## config.mk

```make
export PLATFORM = sky130hd
export DESIGN_NAME = cri_exc_ctrl
export DESIGN_NICKNAME = d
export VERILOG_FILES = /design/src/rtl/cri_pkg.sv /design/src/rtl/cri_sync_if.sv /design/src/rtl/cri_sync.sv /design/src/rtl/cri_exc_ctrl.sv
export VERILOG_INCLUDE_DIRS = /design/src /design/src/rtl
export SDC_FILE = /design/constraint.sdc
export NUM_CORES = 1
export LEC_CHECK = 0
export ABC_AREA = 1
export BUFFER_PORTS_ARGS = -buffer_cell sky130_fd_sc_hd__buf_2
export CAP_MARGIN = 40
export CELL_PAD_IN_SITES_DETAIL_PLACEMENT = 0
export CELL_PAD_IN_SITES_GLOBAL_PLACEMENT = 1
export CORE_MARGIN = 2
export CORE_UTILIZATION = 30
export CTS_BUF_LIST = sky130_fd_sc_hd__clkbuf_4
export DETAILED_ROUTE_END_ITERATION = 10
export PLACE_DENSITY = 0.67
export RECOVER_POWER = 50
export SYNTH_ARGS = -nofsm -noshare
export SYNTH_HDL_FRONTEND = slang
export SYNTH_SLANG_ARGS = --single-unit
```

## constraint.sdc

```tcl
create_clock -name CLK_SYS -period 1.5 [get_ports CLK_SYS]
set_input_delay 0.3 -clock CLK_SYS [delete_from_list [all_inputs] [get_ports CLK_SYS]]
set_output_delay 0.3 -clock CLK_SYS [all_outputs]
set_load 0.005 [all_outputs]
```

## src/rtl/cri_defines.svh

```systemverilog
`ifndef CRI_DEFINES_SVH
`define CRI_DEFINES_SVH

// reset pin must be seen low this many clocks in a row
`define CRI_RESET_MIN_CLKS 2'h3
`define CRI_RESET_CNT_ZERO 2'h0
`define CRI_RESET_CNT_STEP 2'h1

// fixed service entry addresses
`define CRI_NMI_ADDR 16'h0066
`define CRI_RST38_ADDR 16'h0038
`define CRI_ADDR_ZERO 16'h0000

// synchroniser lanes (all pins idle high)
`define CRI_PIN_W 4
`define CRI_PIN_IDLE 4'hF
`define CRI_PIN_RESET 3
`define CRI_PIN_NMI 2
`define CRI_PIN_INT 1
`define CRI_PIN_HOLD 0

// reset value of the initialised registers, and the refresh counter step
`define CRI_BYTE_ZERO 8'h00
`define CRI_REFRESH_STEP 7'h01

`endif

```

## src/rtl/cri_pkg.sv

```systemverilog
package cri_pkg;

    // maskable interrupt modes
    typedef enum logic [1:0] {
        CRI_IM0 = 2'h0,
        CRI_IM1 = 2'h1,
        CRI_IM2 = 2'h2
    } cri_im_t;

    // acknowledge cycle, gray coded along the path
    typedef enum logic [2:0] {
        CRI_ACK_IDLE = 3'h0,
        CRI_ACK_T1 = 3'h1,
        CRI_ACK_T2 = 3'h3,
        CRI_ACK_TW1 = 3'h2,
        CRI_ACK_TW2 = 3'h6,
        CRI_ACK_T3 = 3'h7
    } cri_ack_t;

endpackage

```

## src/rtl/cri_sync_if.sv

```systemverilog
`timescale 1ns/1ps
`default_nettype none

// raw pin levels in, synchronised levels out
interface cri_sync_if #(parameter int W = 1);
    logic [W-1:0] raw;
    logic [W-1:0] sync;
    modport sync_side (input raw, output sync);
    modport user (output raw, input sync);
endinterface

`default_nettype wire

```

## src/rtl/cri_sync.sv

```systemverilog
`timescale 1ns/1ps
`default_nettype none
`include "cri_defines.svh"

// two-stage synchroniser; first stage feeds only the second
module cri_sync #(
    parameter int W = 1,
    parameter logic [W-1:0] IDLE = '1
) (
    input wire logic clk,
    input wire logic rst_n,
    cri_sync_if.sync_side pins
);
    logic [W-1:0] meta_ff;
    logic [W-1:0] sync_ff;

    // idle level under reset so no false edge is seen on release
    always_ff @(posedge clk) begin
        if (!rst_n) begin
            meta_ff <= IDLE;
            sync_ff <= IDLE;
        end else begin
            meta_ff <= pins.raw;
            sync_ff <= meta_ff;
        end
    end

    assign pins.sync = sync_ff;
endmodule

`default_nettype wire

```

## src/rtl/cri_exc_ctrl.sv

```systemverilog
// Summary of operation
// - while the bus is away, no refresh strobe and address floats.
// - no interrupt is accepted while the bus is granted away.
// - reset clears pc, enable, nmi latch, vector page, refresh, and also sets mode 0.
// - maskable interrupt mode 0 is in effect after reset.
// - the enable instruction sets the enable flag only one later.
// - interrupt entry saves only the program counter.
// - mode 2 builds a table address from vector page and device byte.
// - the acknowledge cycle carries two automatic wait states.
// - an accepted maskable request also leaves the halt state.
`timescale 1ns/1ps
`default_nettype none
`include "cri_defines.svh"

module cri_exc_ctrl
    import cri_pkg::*;
(
    input wire logic CLK_SYS,
    input wire logic RST_N,
    input wire logic RESET_PIN_N,
    input wire logic NMI_N,
    input wire logic INT_N,
    input wire logic BUS_HOLD_REQUEST_N,
    input wire logic M_CYCLE_END,
    input wire logic INSTR_END,
    input wire logic IRQ_ENABLE_INSTRUCTION,
    input wire logic IRQ_DISABLE_INSTRUCTION,
    input wire logic IRQ_RETURN_NMI,
    input wire logic IM_SET,
    input wire logic [1:0] IM_VALUE,
    input wire logic HALT_ENTER,
    input wire logic VECTOR_PAGE_LOAD,
    input wire logic REFRESH_LOAD,
    input wire logic [7:0] LOAD_DATA,
    input wire logic REFRESH_SLOT,
    input wire logic [7:0] ACK_DATA,
    output logic CORE_RESET,
    output logic BUS_HOLD_GRANT_N,
    output logic DRAM_REFRESH_STROBE_N,
    output logic ADDR_OE,
    output logic DATA_OE,
    output logic CTRL_OE,
    output logic INTA_CYCLE,
    output logic AUTO_WAIT_STATE,
    output logic PUSH_PC,
    output logic SERVICE_VALID,
    output logic [15:0] SERVICE_ADDR,
    output logic SERVICE_OPCODE_VALID,
    output logic [7:0] SERVICE_OPCODE,
    output logic HALT_N,
    output logic IRQ_ENABLED,
    output logic [1:0] INT_MODE,
    output logic [7:0] VECTOR_PAGE,
    output logic [7:0] REFRESH_ADDR
);
    //------------------------------------------------------------------
    // pin synchronisers
    //------------------------------------------------------------------
    cri_sync_if #(.W(`CRI_PIN_W)) pin_if ();
    assign pin_if.raw = {RESET_PIN_N, NMI_N, INT_N, BUS_HOLD_REQUEST_N};

    cri_sync #(.W(`CRI_PIN_W), .IDLE(`CRI_PIN_IDLE)) u_sync (
        .clk(CLK_SYS),
        .rst_n(RST_N),
        .pins(pin_if.sync_side)
    );

    logic rst_pin_n_s;
    logic nmi_n_s;
    logic int_n_s;
    logic hold_n_s;
    assign rst_pin_n_s = pin_if.sync[`CRI_PIN_RESET];
    assign nmi_n_s = pin_if.sync[`CRI_PIN_NMI];
    assign int_n_s = pin_if.sync[`CRI_PIN_INT];
    assign hold_n_s = pin_if.sync[`CRI_PIN_HOLD];

    //------------------------------------------------------------------
    // reset qualification
    //------------------------------------------------------------------
    logic [1:0] low_cnt_ff;
    logic [1:0] nxt_low_cnt;
    logic core_reset_ff;
    logic in_reset;

    // glitches shorter than the minimum never reach the core
    always_comb begin
        if (rst_pin_n_s)
            nxt_low_cnt = `CRI_RESET_CNT_ZERO;
        else if (low_cnt_ff == `CRI_RESET_MIN_CLKS)
            nxt_low_cnt = low_cnt_ff;
        else
            nxt_low_cnt = low_cnt_ff + `CRI_RESET_CNT_STEP;
    end

    always_ff @(posedge CLK_SYS) begin
        if (!RST_N) begin
            low_cnt_ff <= `CRI_RESET_CNT_ZERO;
            core_reset_ff <= 1'b1;
        end else begin
            low_cnt_ff <= nxt_low_cnt;
            core_reset_ff <= (nxt_low_cnt == `CRI_RESET_MIN_CLKS);
        end
    end

    assign in_reset = !RST_N || core_reset_ff;
    assign CORE_RESET = core_reset_ff; // core clears its program counter

    //------------------------------------------------------------------
    // bus hold and acceptance window
    //------------------------------------------------------------------
    cri_ack_t ack_st_ff;
    cri_ack_t nxt_ack_st;
    logic grant_ff;
    logic grant_take;
    logic boundary;
    logic nmi_pend_ff;
    logic nmi_prev_ff;
    logic iff1_ff;
    logic iff2_ff;
    logic ei_pend_ff;
    logic take_nmi;
    logic take_int;

    assign grant_take = !grant_ff && M_CYCLE_END && !hold_n_s &&
                        (ack_st_ff == CRI_ACK_IDLE);

    // nothing taken while the bus is away
    assign boundary = INSTR_END && !grant_ff && !grant_take &&
                      (ack_st_ff == CRI_ACK_IDLE);
    assign take_nmi = boundary && nmi_pend_ff;
    assign take_int = boundary && !nmi_pend_ff && !int_n_s &&
                      iff1_ff && !ei_pend_ff;

    always_ff @(posedge CLK_SYS) begin
        if (in_reset)
            grant_ff <= 1'b0;
        else if (grant_ff)
            grant_ff <= !hold_n_s;
        else
            grant_ff <= grant_take;
    end

    assign ADDR_OE = !grant_ff;
    assign DATA_OE = !grant_ff;
    assign CTRL_OE = !grant_ff;
    assign BUS_HOLD_GRANT_N = !grant_ff;

    //------------------------------------------------------------------
    // nmi edge latch
    //------------------------------------------------------------------
    // falling edge caught any time, served at a boundary
    always_ff @(posedge CLK_SYS) begin
        if (in_reset) begin
            nmi_prev_ff <= 1'b1;
            nmi_pend_ff <= 1'b0;
        end else begin
            nmi_prev_ff <= nmi_n_s;
            // a new edge wins over the clear by acceptance
            nmi_pend_ff <= (nmi_prev_ff && !nmi_n_s) ||
                           (nmi_pend_ff && !take_nmi);
        end
    end

    //------------------------------------------------------------------
    // interrupt enable flags and mode
    //------------------------------------------------------------------
    // enable flags with one-instruction delay
    always_ff @(posedge CLK_SYS) begin
        if (in_reset) begin
            iff1_ff <= 1'b0;
            iff2_ff <= 1'b0;
            ei_pend_ff <= 1'b0;
        end else if (take_nmi) begin
            iff2_ff <= iff1_ff; // kept so the nmi return can restore it
            iff1_ff <= 1'b0;
        end else if (take_int) begin
            iff1_ff <= 1'b0;
            iff2_ff <= 1'b0;
        end else if (IRQ_DISABLE_INSTRUCTION) begin
            iff1_ff <= 1'b0;
            iff2_ff <= 1'b0;
            ei_pend_ff <= 1'b0;
        end else if (INSTR_END && ei_pend_ff) begin
            iff1_ff <= 1'b1;
            iff2_ff <= 1'b1;
            ei_pend_ff <= IRQ_ENABLE_INSTRUCTION;
        end else if (IRQ_ENABLE_INSTRUCTION) begin
            ei_pend_ff <= 1'b1;
        end else if (IRQ_RETURN_NMI) begin
            iff1_ff <= iff2_ff;
        end
    end

    cri_im_t im_ff;

    always_ff @(posedge CLK_SYS) begin
        if (in_reset)
            im_ff <= CRI_IM0;
        else if (IM_SET)
            im_ff <= cri_im_t'(IM_VALUE);
    end

    assign INT_MODE = im_ff;
    assign IRQ_ENABLED = iff1_ff;

    //------------------------------------------------------------------
    // vector page, refresh counter and strobe
    //------------------------------------------------------------------
    logic [7:0] vec_page_ff;
    logic [7:0] refresh_ff;
    logic strobe_n_ff;
    logic refresh_ok;

    // refresh is suppressed the cycle the grant is taken, too
    assign refresh_ok = REFRESH_SLOT && !grant_ff && !grant_take;

    // vector page and refresh counter cleared
    always_ff @(posedge CLK_SYS) begin
        if (in_reset) begin
            vec_page_ff <= `CRI_BYTE_ZERO;
            refresh_ff <= `CRI_BYTE_ZERO;
        end else begin
            if (VECTOR_PAGE_LOAD)
                vec_page_ff <= LOAD_DATA;
            // top bit is only ever loaded, low seven bits wrap
            if (REFRESH_LOAD)
                refresh_ff <= LOAD_DATA;
            else if (refresh_ok)
                refresh_ff <= {refresh_ff[7],
                               refresh_ff[6:0] + `CRI_REFRESH_STEP};
        end
    end

    always_ff @(posedge CLK_SYS) begin
        if (in_reset)
            strobe_n_ff <= 1'b1;
        else
            strobe_n_ff <= !refresh_ok;
    end

    assign DRAM_REFRESH_STROBE_N = strobe_n_ff;
    assign VECTOR_PAGE = vec_page_ff;
    assign REFRESH_ADDR = refresh_ff;

    //------------------------------------------------------------------
    // acknowledge cycle
    //------------------------------------------------------------------
    // two automatic waits between T2 and T3
    always_comb begin
        case (ack_st_ff)
            CRI_ACK_IDLE: nxt_ack_st = take_int ? CRI_ACK_T1 : CRI_ACK_IDLE;
            CRI_ACK_T1: nxt_ack_st = CRI_ACK_T2;
            CRI_ACK_T2: nxt_ack_st = CRI_ACK_TW1;
            CRI_ACK_TW1: nxt_ack_st = CRI_ACK_TW2;
            CRI_ACK_TW2: nxt_ack_st = CRI_ACK_T3;
            CRI_ACK_T3: nxt_ack_st = CRI_ACK_IDLE;
            default: nxt_ack_st = CRI_ACK_IDLE;
        endcase
    end

    always_ff @(posedge CLK_SYS) begin
        if (in_reset)
            ack_st_ff <= CRI_ACK_IDLE;
        else
            ack_st_ff <= nxt_ack_st;
    end

    assign INTA_CYCLE = (ack_st_ff != CRI_ACK_IDLE);
    assign AUTO_WAIT_STATE = (ack_st_ff == CRI_ACK_TW1) ||
                             (ack_st_ff == CRI_ACK_TW2);

    //------------------------------------------------------------------
    // service dispatch
    //------------------------------------------------------------------
    logic [15:0] mode2_addr;
    logic svc_valid_ff;
    logic push_ff;
    logic op_valid_ff;
    logic [15:0] svc_addr_ff;
    logic [7:0] op_ff;
    logic ack_end;

    // table entry from page and even peripheral byte
    assign mode2_addr = {vec_page_ff, ACK_DATA[7:1], 1'b0};
    assign ack_end = (ack_st_ff == CRI_ACK_T3);

    // only the program counter is pushed
    always_ff @(posedge CLK_SYS) begin
        if (in_reset) begin
            svc_valid_ff <= 1'b0;
            push_ff <= 1'b0;
            op_valid_ff <= 1'b0;
            svc_addr_ff <= `CRI_ADDR_ZERO;
            op_ff <= `CRI_BYTE_ZERO;
        end else begin
            svc_valid_ff <= take_nmi || ack_end;
            // mode 0 opcode does its own push if it is a restart
            push_ff <= take_nmi || (ack_end && im_ff != CRI_IM0);
            op_valid_ff <= ack_end && im_ff == CRI_IM0;
            if (take_nmi)
                svc_addr_ff <= `CRI_NMI_ADDR;
            else if (ack_end && im_ff == CRI_IM2)
                svc_addr_ff <= mode2_addr;
            else if (ack_end && im_ff == CRI_IM1)
                svc_addr_ff <= `CRI_RST38_ADDR;
            else if (ack_end)
                svc_addr_ff <= `CRI_ADDR_ZERO;
            if (ack_end)
                op_ff <= ACK_DATA;
        end
    end

    assign SERVICE_VALID = svc_valid_ff;
    assign PUSH_PC = push_ff;
    assign SERVICE_OPCODE_VALID = op_valid_ff;
    assign SERVICE_ADDR = svc_addr_ff;
    assign SERVICE_OPCODE = op_ff;

    //------------------------------------------------------------------
    // halt
    //------------------------------------------------------------------
    logic halted_ff;

    always_ff @(posedge CLK_SYS) begin
        if (in_reset)
            halted_ff <= 1'b0;
        else if (take_int || take_nmi)
            halted_ff <= 1'b0;
        else if (HALT_ENTER)
            halted_ff <= 1'b1;
    end

    assign HALT_N = !halted_ff;
endmodule

`default_nettype wire

```

==> results by group, run 1 <==
Placement
  – # port buffers: a little under 90
  – Worst slack, placed: between 100 and 150 ps
  – Dpl hpwl: 5040 microns
  – Gpl congestion: 0.763
  – Post-DP Area: around 0.0032 sq mm
  – Placed instance count: ~530

Cells and area
  – FF+latch area: 0.00133 sq mm
  – Nets: between 400 and 500
  – Final instance area: ~0.0034 sq mm
  – Fin cells: around 550
  – Area growth syn-to-layout: 28.6%
  – ANT cells: 0
  – Share of cells above drive strength 1: around a third
  – Multi-input logic area: 0.00115 sq mm
  – Filler Cells Inserted: around 970

Logic synthesis
  – Post-synthesis share of cell area spent on xor and xnor gates: 0%
  – Post-Synthesis Cells: about 340
  – Post-Synth Adder-Cell Area: 0.474%
  – Top post-synthesis cells by area: dfxtp_1, nand2_1, a21oi_1, nand3_1, inv_1
  – Largest family of logic cells by synthesized area: simple AND/OR/NAND/NOR gates
  – Synth Area in Simple Gates: 30.4%
  – Post-synth top area share: roughly half
  – Synth Area in Compound Gates: about 12%
  – Synth Cell Area: 0.00264 sq mm
  – Multiplexer share of the synthesized area: 0%
  – Yosys reg bits: 66
  – Syn Area/Cell: just under 8 sq um
  – Seq/Total Area, Yosys: approximately half
  – Yosys Warn Count: 0
  – Yosys top cell by area: dfxtp_1
  – Post-synth cell types: 28
  – Syn Nets: 376

Critical path
  – R2R Setup Slk: 160 ps
  – Crit end category: primary output
  – Reg2reg start: grant_ff
  – Worst R2R End: halted_ff
  – Max FO, Critical Path: 5
  – Critical Path RT: 1200 ps
  – Startpoint types: flip-flop
  – Worst reg2reg path depth: 7
  – WS Path Type: reg -> out
  – WP data arrival: approximately 1100 ps

Global route
  – Initial antenna violation count: 0
  – Number of global-route vias before repair: 2365
  – Largest net degree at the start of global routing: 18
  – Overflow after GRT: 0
  – Total GRT Usage: between 10 and 15%
  – First-pass GRT wire length: between 10000 and 15000 microns

STA
  – Hold Vio Cnt, Final: 0
  – Worst Hold Slack: between 60 and 70 ps
  – Max Fclk: ~690 MHz
  – Period minus WS final: between 1000 and 1500 ps
  – Tcrit/Tclk final: ~96%
  – Final setup margin: 57.9 ps
  – Max Slew Vio Count: 0
  – Final setup viols: 0
  – Worst clock skew: 13.9 ps

Floorplanning
  – # rows: 34
  – Core Area: roughly 0.0086 sq mm
  – Die H: 97.8 microns
  – Initial Utilization: between 30% and 40%
  – Boundary pin count: just under 90
  – Die Footprint: around 0.0096 sq mm
  – Die Width: 97.8 microns

Power and ir drop
  – Peak VDD IR: 0.418 mV
  – Power share of the sequential group: a little under three fifths
  – Leak: roughly 1.5 nW
  – Pwr/cell area: 962 mW/mm^2
  – Switch Pwr: around 0.86 mW
  – Internal power: ~2.4 mW
  – Power share of the clock group: between 30% and 40%
  – Switch share: between 20% and 30%
  – Combinational share of power: under 10%

Drt
  – Initial detailed-routing violation count: a little under 80
  – Total wire length: around 6700 microns
  – Per-cell routed wire length: 12.2 microns
  – Antenna-violating nets left: 0
  – DRC violations left: 0
  – TritonRoute pass-1 iters: 4
  – Vias/cell: around 4.5
  – Vias post-DR: roughly 2500

Flow run
  – MaxCap Viol Count: 0

Clock tree
  – CTS tree: yes
  – Clock Latency Late Sink: 410 ps
  – Clock transition at path regs: 130 ps
  – H-Tree Depth: 3
  – Clock buffer depth: 2
  – Num CTS Buffers: 9
  – TritonCTS sink count: 66
  – Hold buffers post-CTS: 0
  – Root buf cell: clkbuf_4

Worst hold path
  – Hold Path Sink: SERVICE_OPCODE[0]
  – Hold WC Path Type: in -> reg
  – Hold path start: ACK_DATA[0]
  – Hold Path Cell Cnt: 3

Run status
  – Status: completed
## cells by family after synthesis
family / Yosys count
compound gates: 54
fa+ha+maj: 1
buf+inv: 39
flops: 66
other cells: 1
simple gates: 180
## worst max-delay path, cell delays in order (launching register included)
cell and delay (ps):
dfxtp_4 380, nor2_4 150, nand2_4 80, buf_2 140
## sequential cells by signal, summed over array words and instances, names as in the netlist, 2 cells and up
| register | cells |
|---|---|
| ack_st_ff | 3 |
| VECTOR_PAGE | 8 |
| SERVICE_OPCODE | 8 |
| SERVICE_ADDR | 15 |
| low_cnt_ff | 2 |
| u_sync.pins.sync | 4 |
| u_sync.meta_ff | 4 |
| REFRESH_ADDR | 8 |
| INT_MODE | 2 |
## cell usage in the layout (no fill, tap or decap), drive strengths merged
cell      synthesis  layout
a211oi            1       1
a21oi            33      33
a31oi             5       5
buf               7      93
bufinv            0       1
clkbuf            6      15
clkinv            0       4
clkinvlp          0       1
conb              1       1
dfxtp            66      66
ha                1       1
inv              26      27
nand2           112     112
nand3            23      23
nand4             3       3
nor2             27      27
nor3              5       5
nor3b             1       1
o21ai            11      11
o21bai            3       3
o31ai             1       1
or2               9       9
## power by group through the flow
stage | registers [mW] | logic, mW | clock network (mW)
floorplan | 1.85 | 0.124 | 0
global placement | 1.85 | 0.246 | 0
detailed placement | 1.85 | 0.247 | 0
CTS | 1.81 | 0.248 | 1.28
global route | 1.81 | 0.275 | 1.35
finish | 1.81 | 0.239 | 1.22
## cell usage after synthesis
cell / number
a211oi_1: 1
inv_1: 25
nor2_1: 21
a21oi_1: 24
nor2_2: 4
o31ai_1: 1
nand4_1: 3
nand3_4: 1
buf_2: 1
nand3_1: 22
nor3_1: 4
buf_4: 4
nor3_4: 1
nor3b_1: 1
o21ai_0: 11
o21bai_1: 3
dfxtp_1: 66
ha_1: 1
inv_2: 1
a31oi_1: 5
nand2_2: 4
a21oi_2: 9
conb_1: 1
clkbuf_1: 6
nor2_4: 2
nand2_1: 108
or2_2: 9
buf_6: 2
## cell type report
| type | instances | area share (%) |
|---|---|---|
| inverters | 26 | 2.87 |
| multi-input cells | 236 | 33.9 |
| clock inverters | 7 | 2.28 |
| flip-flops and latches | 66 | 39.2 |
| clock buffers | 9 | 1.99 |
| repair buffers | 99 | 15.8 |
| well taps | 108 | 3.98 |
## metrics by stage
step	setup TNS, ps	utilization (%)	total power [mW]
3_5_place_dp	0	37.4	2.10
2_1_floorplan	0	-	1.97
5_1_grt	-35.8	39.3	3.44
4_1_cts	0	39.3	3.34
6_report	0	39.3	3.27
3_3_place_gp	0	37.4	2.10
## what timing repair did
item / CTS / global route
setup endpoints to repair: 2 / 3
pin swaps: 0 / 1
endpoints found under the hold margin: 0 / 0
buffers inserted: 0 / 2
gates resized for setup: 7 / 3
## routing by layer
layer	up-vias	global-route usage (%)	routed length (microns)
li1	1288	-	-
met1	1099	19.4	3200
met2	64	21.6	3020
met3	6	4.37	395
met4	0	5.24	80
met5	-	0	0
## worst max-delay path by stage
stage | from | to | cells after the start
after floorplan | ack_st_ff[0] | halted_ff | 7
after global placement | ack_st_ff[0] | SERVICE_ADDR[3] | 7
after global routing | CORE_RESET | ack_st_ff[1] | 4
after detailed placement | ack_st_ff[0] | SERVICE_ADDR[3] | 7
after CTS | ack_st_ff[0] | INTA_CYCLE | 3
final | ack_st_ff[0] | INTA_CYCLE | 3
Power figures use the tool's default switching activity.
==> run 2: changes to the inputs <==
PLACE_DENSITY = unset   (was 0.67)
PLACE_DENSITY_LB_ADDON = 0.1   (was unset)
SETUP_SLACK_MARGIN = 0.4   (was unset)
==> results by group, run 2 (synthesis gave the netlist of run 1 again) <==
STA
  – Tcrit/Tclk final: 92.9% (was 96.1%)
  – Final setup margin: 106 ps (was 57.9 ps)
  – Final setup viols: 0 (unchanged)
  – RSZ-0062 raised after global routing: yes
  – Max_slew headroom: 64.8%
  – Period minus WS final: 1390 ps (was 1440 ps)
  – Max Slew Vio Count: 0 (unchanged)
  – Hold Vio Cnt, Final: 0 (unchanged)
  – Worst clock skew: 18.8 ps (was 13.9 ps)
  – Worst-margin pin slew: 527 ps
  – Total Neg Setup Slack: 0 ps (unchanged)
  – Max Fclk: 717 MHz (was 693 MHz)

Critical path
  – Crit end category: primary output (unchanged)
  – Startpoint types: flip-flop (unchanged)
  – R2R Setup Slk: 130 ps (was 160 ps)
  – Worst reg2reg path depth: 4 (was 7)
  – Reg2reg start: CORE_RESET (was grant_ff)
  – WP data arrival: 1090 ps (was 1140 ps)
  – Max FO, Critical Path: 3 (was 5)
  – WS Path Type: reg -> out (unchanged)
  – Critical Path RT: 1200 ps (about the same)
  – Worst R2R End: VECTOR_PAGE[4] (was halted_ff)

Floorplanning
  – Die Width: 97.8 microns (unchanged)
  – # rows: 34 (unchanged)
  – Die H: 97.8 microns (unchanged)
  – Core Area: 0.00864 sq mm (unchanged)
  – Die Footprint: 0.00957 sq mm (unchanged)
  – Boundary pin count: 89 (unchanged)
  – Initial Utilization: 30.6% (unchanged)

Power and ir drop
  – Peak VDD IR: 0.520 mV (was 0.418 mV)
  – Pwr/cell area: 799 mW/mm^2 (was 962 mW/mm^2)
  – Overall power: 3.32 mW (was 3.27 mW)
  – Leak: 1.86 nW (was 1.53 nW)

Global route
  – Total GRT Usage: 15.7% (was 14.3%)
  – Overflow after GRT: 0 (unchanged)
  – Largest net degree at the start of global routing: 20 (was 18)
  – Number of global-route vias before repair: 2439 (was 2365)
  – First-pass GRT wire length: 11800 microns (was 11100 microns)
  – Initial antenna violation count: 0 (unchanged)

Drt
  – Antenna-violating nets left: 0 (unchanged)
  – Per-cell routed wire length: 13.0 microns (was 12.2 microns)
  – Initial detailed-routing violation count: 55 (was 78)
  – TritonRoute pass-1 iters: 4 (unchanged)
  – Vias post-DR: 2613 (was 2457)
  – DRC violations left: 0 (unchanged)
  – Total wire length: 7620 microns (was 6700 microns)
  – Vias/cell: 4.46 (about the same)

Cells and area
  – Commonest non-fill, non-tap cell in the layout: nand2_1 (unchanged)
  – Area growth syn-to-layout: 57.5% (was 28.6%)
  – Nets: 508 (was 473)
  – ANT cells: 0 (unchanged)
  – Final instance area: 0.00416 sq mm (was 0.00340 sq mm)
  – Max reg flops: 15 (unchanged)
  – Share of cells above drive strength 1: 52.3% (was 32.5%)
  – Most frequent cells in the layout: nand2_1, buf_2, dfxtp_1 (unchanged)

Clock tree
  – Num CTS Buffers: 9 (unchanged)
  – TritonCTS sink count: 66 (unchanged)
  – CTS tree: yes (unchanged)
  – Root buf cell: clkbuf_4 (unchanged)
  – H-Tree Depth: 3 (unchanged)
  – Clock Latency Late Sink: 420 ps (was 410 ps)
  – Clock transition at path regs: 110 ps (was 130 ps)
  – Clock buffer depth: 2 (unchanged)
  – Hold buffers post-CTS: 0 (unchanged)

Placement
  – Worst slack, placed: 118 ps (was 139 ps)
  – Post-DP Area: 0.00324 sq mm (was 0.00323 sq mm)
  – # port buffers: 87 (unchanged)
  – Dpl hpwl: 5020 microns (was 5040 microns)
  – Gpl congestion: 0.772 (was 0.763)

Worst hold path
  – Hold path start: ACK_DATA[0] (unchanged)
  – Hold WC Path Type: in -> reg (unchanged)
  – Hold Path Cell Cnt: 3 (unchanged)
  – Hold Path Sink: SERVICE_OPCODE[0] (unchanged)

Flow run
  – MaxCap Viol Count: 0 (unchanged)

Run status
  – Status: completed (unchanged)
[run 2: how the worst max path moves through the flow]
stage | endpoint | depth (start not counted) | startpoint | slack (ps)
finish | INTA_CYCLE | 3 | ack_st_ff[1] | 110
global route | AUTO_WAIT_STATE | 3 | ack_st_ff[1] | 40
detailed placement | SERVICE_ADDR[4] | 7 | M_CYCLE_END | 120
global placement | SERVICE_ADDR[4] | 7 | M_CYCLE_END | 150
CTS | AUTO_WAIT_STATE | 3 | ack_st_ff[1] | 60
floorplan | halted_ff | 7 | ack_st_ff[1] | 350
[run 2: stage by stage]
step | hold WS, ps | cells | util, %
3_5_place_dp | 401 | 532 | 37.5
6_report | 61.4 | 586 | 48.2
3_3_place_gp | 395 | 532 | 37.5
5_1_grt | 34.5 | 586 | 48.2
2_1_floorplan | 376 | 341 | -
4_1_cts | 43.5 | 581 | 45.1
[run 2: where the power goes]
| part | internal [mW] | switching [mW] |
|---|---|---|
| logic | 0.158 | 0.182 |
| registers | 1.78 | 0.0250 |
| clock network | 0.516 | 0.665 |
[run 2: area by class of cell]
class / count / area, sq um
clock inverter: 6 / 57.6
tap: 108 / 135
clock buffer: 10 / 75.1
sequential: 66 / 1370
timing repair buffer: 133 / 1010
fill: 913 / 4480
multi-input combinational: 237 / 1400
inverter: 26 / 103
[run 2: per-layer routing]
layer  global-route usage, %  wire length (microns)  part of all wire, %
met1                    19.9                   3600                   47
met2                    24.4                   3500                   46
met3                    4.94                    409                  5.4
met4                    7.05                    109                  1.4
met5                       0                      0                    0
[run 2: repair_timing]
action	in CTS	in global routing
setup endpoints to repair	80	94
hold endpoints to repair	0	0
gates cloned	2	1
resized for setup	96	65
setup buffers	31	4
pin swaps	12	26
[run 2: worst max-delay path, stage by stage, from the launching register on]
cell	delay [ps]
dfxtp_4	380
nor2_4	130
nand2_4	60
buf_6	110
==> run 3: changes to the inputs <==
MAX_ROUTING_LAYER = met4   (was unset)
==> results by group, run 3 (synthesis gave the netlist of run 1 again) <==
Power and ir drop
  – Overall power: 3.32 mW (about the same)
  – Pwr/cell area: 795 mW/mm^2 (was 799 mW/mm^2)
  – Peak VDD IR: 0.519 mV (was 0.520 mV)
  – Leak: 1.87 nW (was 1.86 nW)

Floorplanning
  – Die Width: 97.8 microns (unchanged)
  – Boundary pin count: 89 (unchanged)
  – Die H: 97.8 microns (unchanged)
  – Core Area: 0.00864 sq mm (unchanged)
  – # rows: 34 (unchanged)
  – Initial Utilization: 30.6% (unchanged)
  – Die Footprint: 0.00957 sq mm (unchanged)

Global route
  – Number of global-route vias before repair: 2437 (was 2439)
  – Largest net degree at the start of global routing: 20 (unchanged)
  – Initial antenna violation count: 0 (unchanged)
  – Overflow after GRT: 0 (unchanged)
  – Total GRT Usage: 16.1% (was 15.7%)
  – First-pass GRT wire length: 11800 microns (about the same)

STA
  – Hold Vio Cnt, Final: 0 (unchanged)
  – Max Fclk: 717 MHz (about the same)
  – Total Neg Setup Slack: 0 ps (unchanged)
  – RSZ-0062 raised after global routing: yes (unchanged)
  – Max_slew headroom: 65.9% (was 64.8%)
  – Period minus WS final: 1390 ps (about the same)
  – Worst-margin pin slew: 511 ps (was 527 ps)
  – Worst clock skew: 18.8 ps (about the same)
  – Tcrit/Tclk final: 93.0% (was 92.9%)
  – Max Slew Vio Count: 0 (unchanged)
  – Final setup viols: 0 (unchanged)

Placement
  – Gpl congestion: 0.783 (was 0.772)
  – Dpl hpwl: 5020 microns (unchanged)
  – # port buffers: 87 (unchanged)

Drt
  – Vias post-DR: 2629 (was 2613)
  – Vias/cell: 4.47 (was 4.46)
  – Total wire length: 7580 microns (was 7620 microns)
  – Antenna-violating nets left: 0 (unchanged)
  – Initial detailed-routing violation count: 57 (was 55)
  – DRC violations left: 0 (unchanged)
  – TritonRoute pass-1 iters: 4 (unchanged)
  – Per-cell routed wire length: 12.9 microns (was 13.0 microns)

Clock tree
  – Clock transition at path regs: 110 ps (about the same)
  – Clock buffer depth: 2 (unchanged)
  – Root buf cell: clkbuf_4 (unchanged)
  – TritonCTS sink count: 66 (unchanged)
  – CTS tree: yes (unchanged)
  – Clock Latency Late Sink: 420 ps (about the same)
  – Num CTS Buffers: 9 (unchanged)
  – H-Tree Depth: 3 (unchanged)

Run status
  – Status: completed (unchanged)

Critical path
  – WP data arrival: 1090 ps (about the same)
  – Startpoint types: flip-flop (unchanged)
  – R2R Setup Slk: 140 ps (was 130 ps)
  – Worst R2R End: VECTOR_PAGE[4] (unchanged)
  – Capture point of the critical path: INTA_CYCLE (unchanged)
  – Max FO, Critical Path: 3 (unchanged)
  – WS Path Type: reg -> out (unchanged)
  – Worst Setup SP: ack_st_ff[1] (unchanged)
  – Crit end category: primary output (unchanged)
  – Critical Path RT: 1200 ps (about the same)
  – Worst reg2reg path depth: 4 (unchanged)
  – Reg2reg start: CORE_RESET (unchanged)

Cells and area
  – Commonest non-fill, non-tap cell in the layout: nand2_1 (unchanged)
  – Share of cells above drive strength 1: 52.1% (was 52.3%)
  – Finished Core Util: 48.3% (was 48.2%)
  – Most frequent cells in the layout: nand2_1, buf_2, dfxtp_1 (unchanged)
  – ANT cells: 0 (unchanged)
  – Nets: 510 (was 508)
  – Area growth syn-to-layout: 57.8% (was 57.5%)
  – Max reg flops: 15 (unchanged)
  – Filler Cells Inserted: 920 (was 913)

Worst hold path
  – Hold WC Path Type: in -> reg (unchanged)

Flow run
  – MaxCap Viol Count: 0 (unchanged)
-- run 3: cell types whose count changed in the layout (fill, tap and decap cells not counted), sizes merged --
cell	delta
buf	+2
-- run 3: per-stage QoR --
step                      cells  worst slack, ps  hold WS [ps]  area (sq um)
after global routing        588             27.9          32.0          4170
after detailed placement    532              118           401          3240
final                       588              105          62.6          4170
after floorplan             341              350           376          2690
after CTS                   581             61.4          43.5          3890
after global placement      532              154           395          3240
-- run 3: layer usage --
layer / vias to the layer above / part of all wire, % / track usage [%]
li1: 1371 / - / -
met1: 1190 / 47 / 20.2
met2: 63 / 46 / 24.3
met3: 5 / 5.5 / 5.51
met4: 0 / 0.96 / 5.45
met5: - / 0 / -
-- run 3: worst min-delay path by stage --
| stage | start | to | cells after the start |
|---|---|---|---|
| 2_1_floorplan | RST_N | CORE_RESET | 1 |
| 3_3_place_gp | u_sync.meta_ff[3] | u_sync.pins.sync[3] | 1 |
| 3_5_place_dp | u_sync.meta_ff[0] | u_sync.pins.sync[0] | 1 |
| 4_1_cts | ACK_DATA[0] | SERVICE_OPCODE[0] | 3 |
| 5_1_grt | BUS_HOLD_REQUEST_N | u_sync.meta_ff[0] | 2 |
| 6_report | ACK_DATA[0] | SERVICE_OPCODE[0] | 3 |
-- run 3: cell type report --
type / count / area [sq um] / area share, %
multi-input cells: 237 / 1400 / 33.6
repair buffers: 135 / 1030 / 24.6
well taps: 108 / 135 / 3.24
clock buffers: 10 / 75.1 / 1.80
inverters: 26 / 103 / 2.46
clock inverters: 6 / 57.6 / 1.38
flip-flops and latches: 66 / 1370 / 32.9
-- run 3: critical path: stages, from the launching register on --
cell and delay (ps):
dfxtp_4 380, nor2_4 130, nand2_4 60, buf_6 120
-- run 3: repair_timing --
item	4_1_cts	5_1_grt
buffers inserted	31	6
pin swaps	12	22
gates cloned	2	1
resized for setup	96	66
setup endpoints to repair	80	94
hold buffers	0	0
-- run 3: power by group --
part,switching (mW),internal [mW],total (mW)
Sequential,0.0249,1.78,1.80
Combinational,0.180,0.155,0.336
Clock,0.663,0.516,1.18
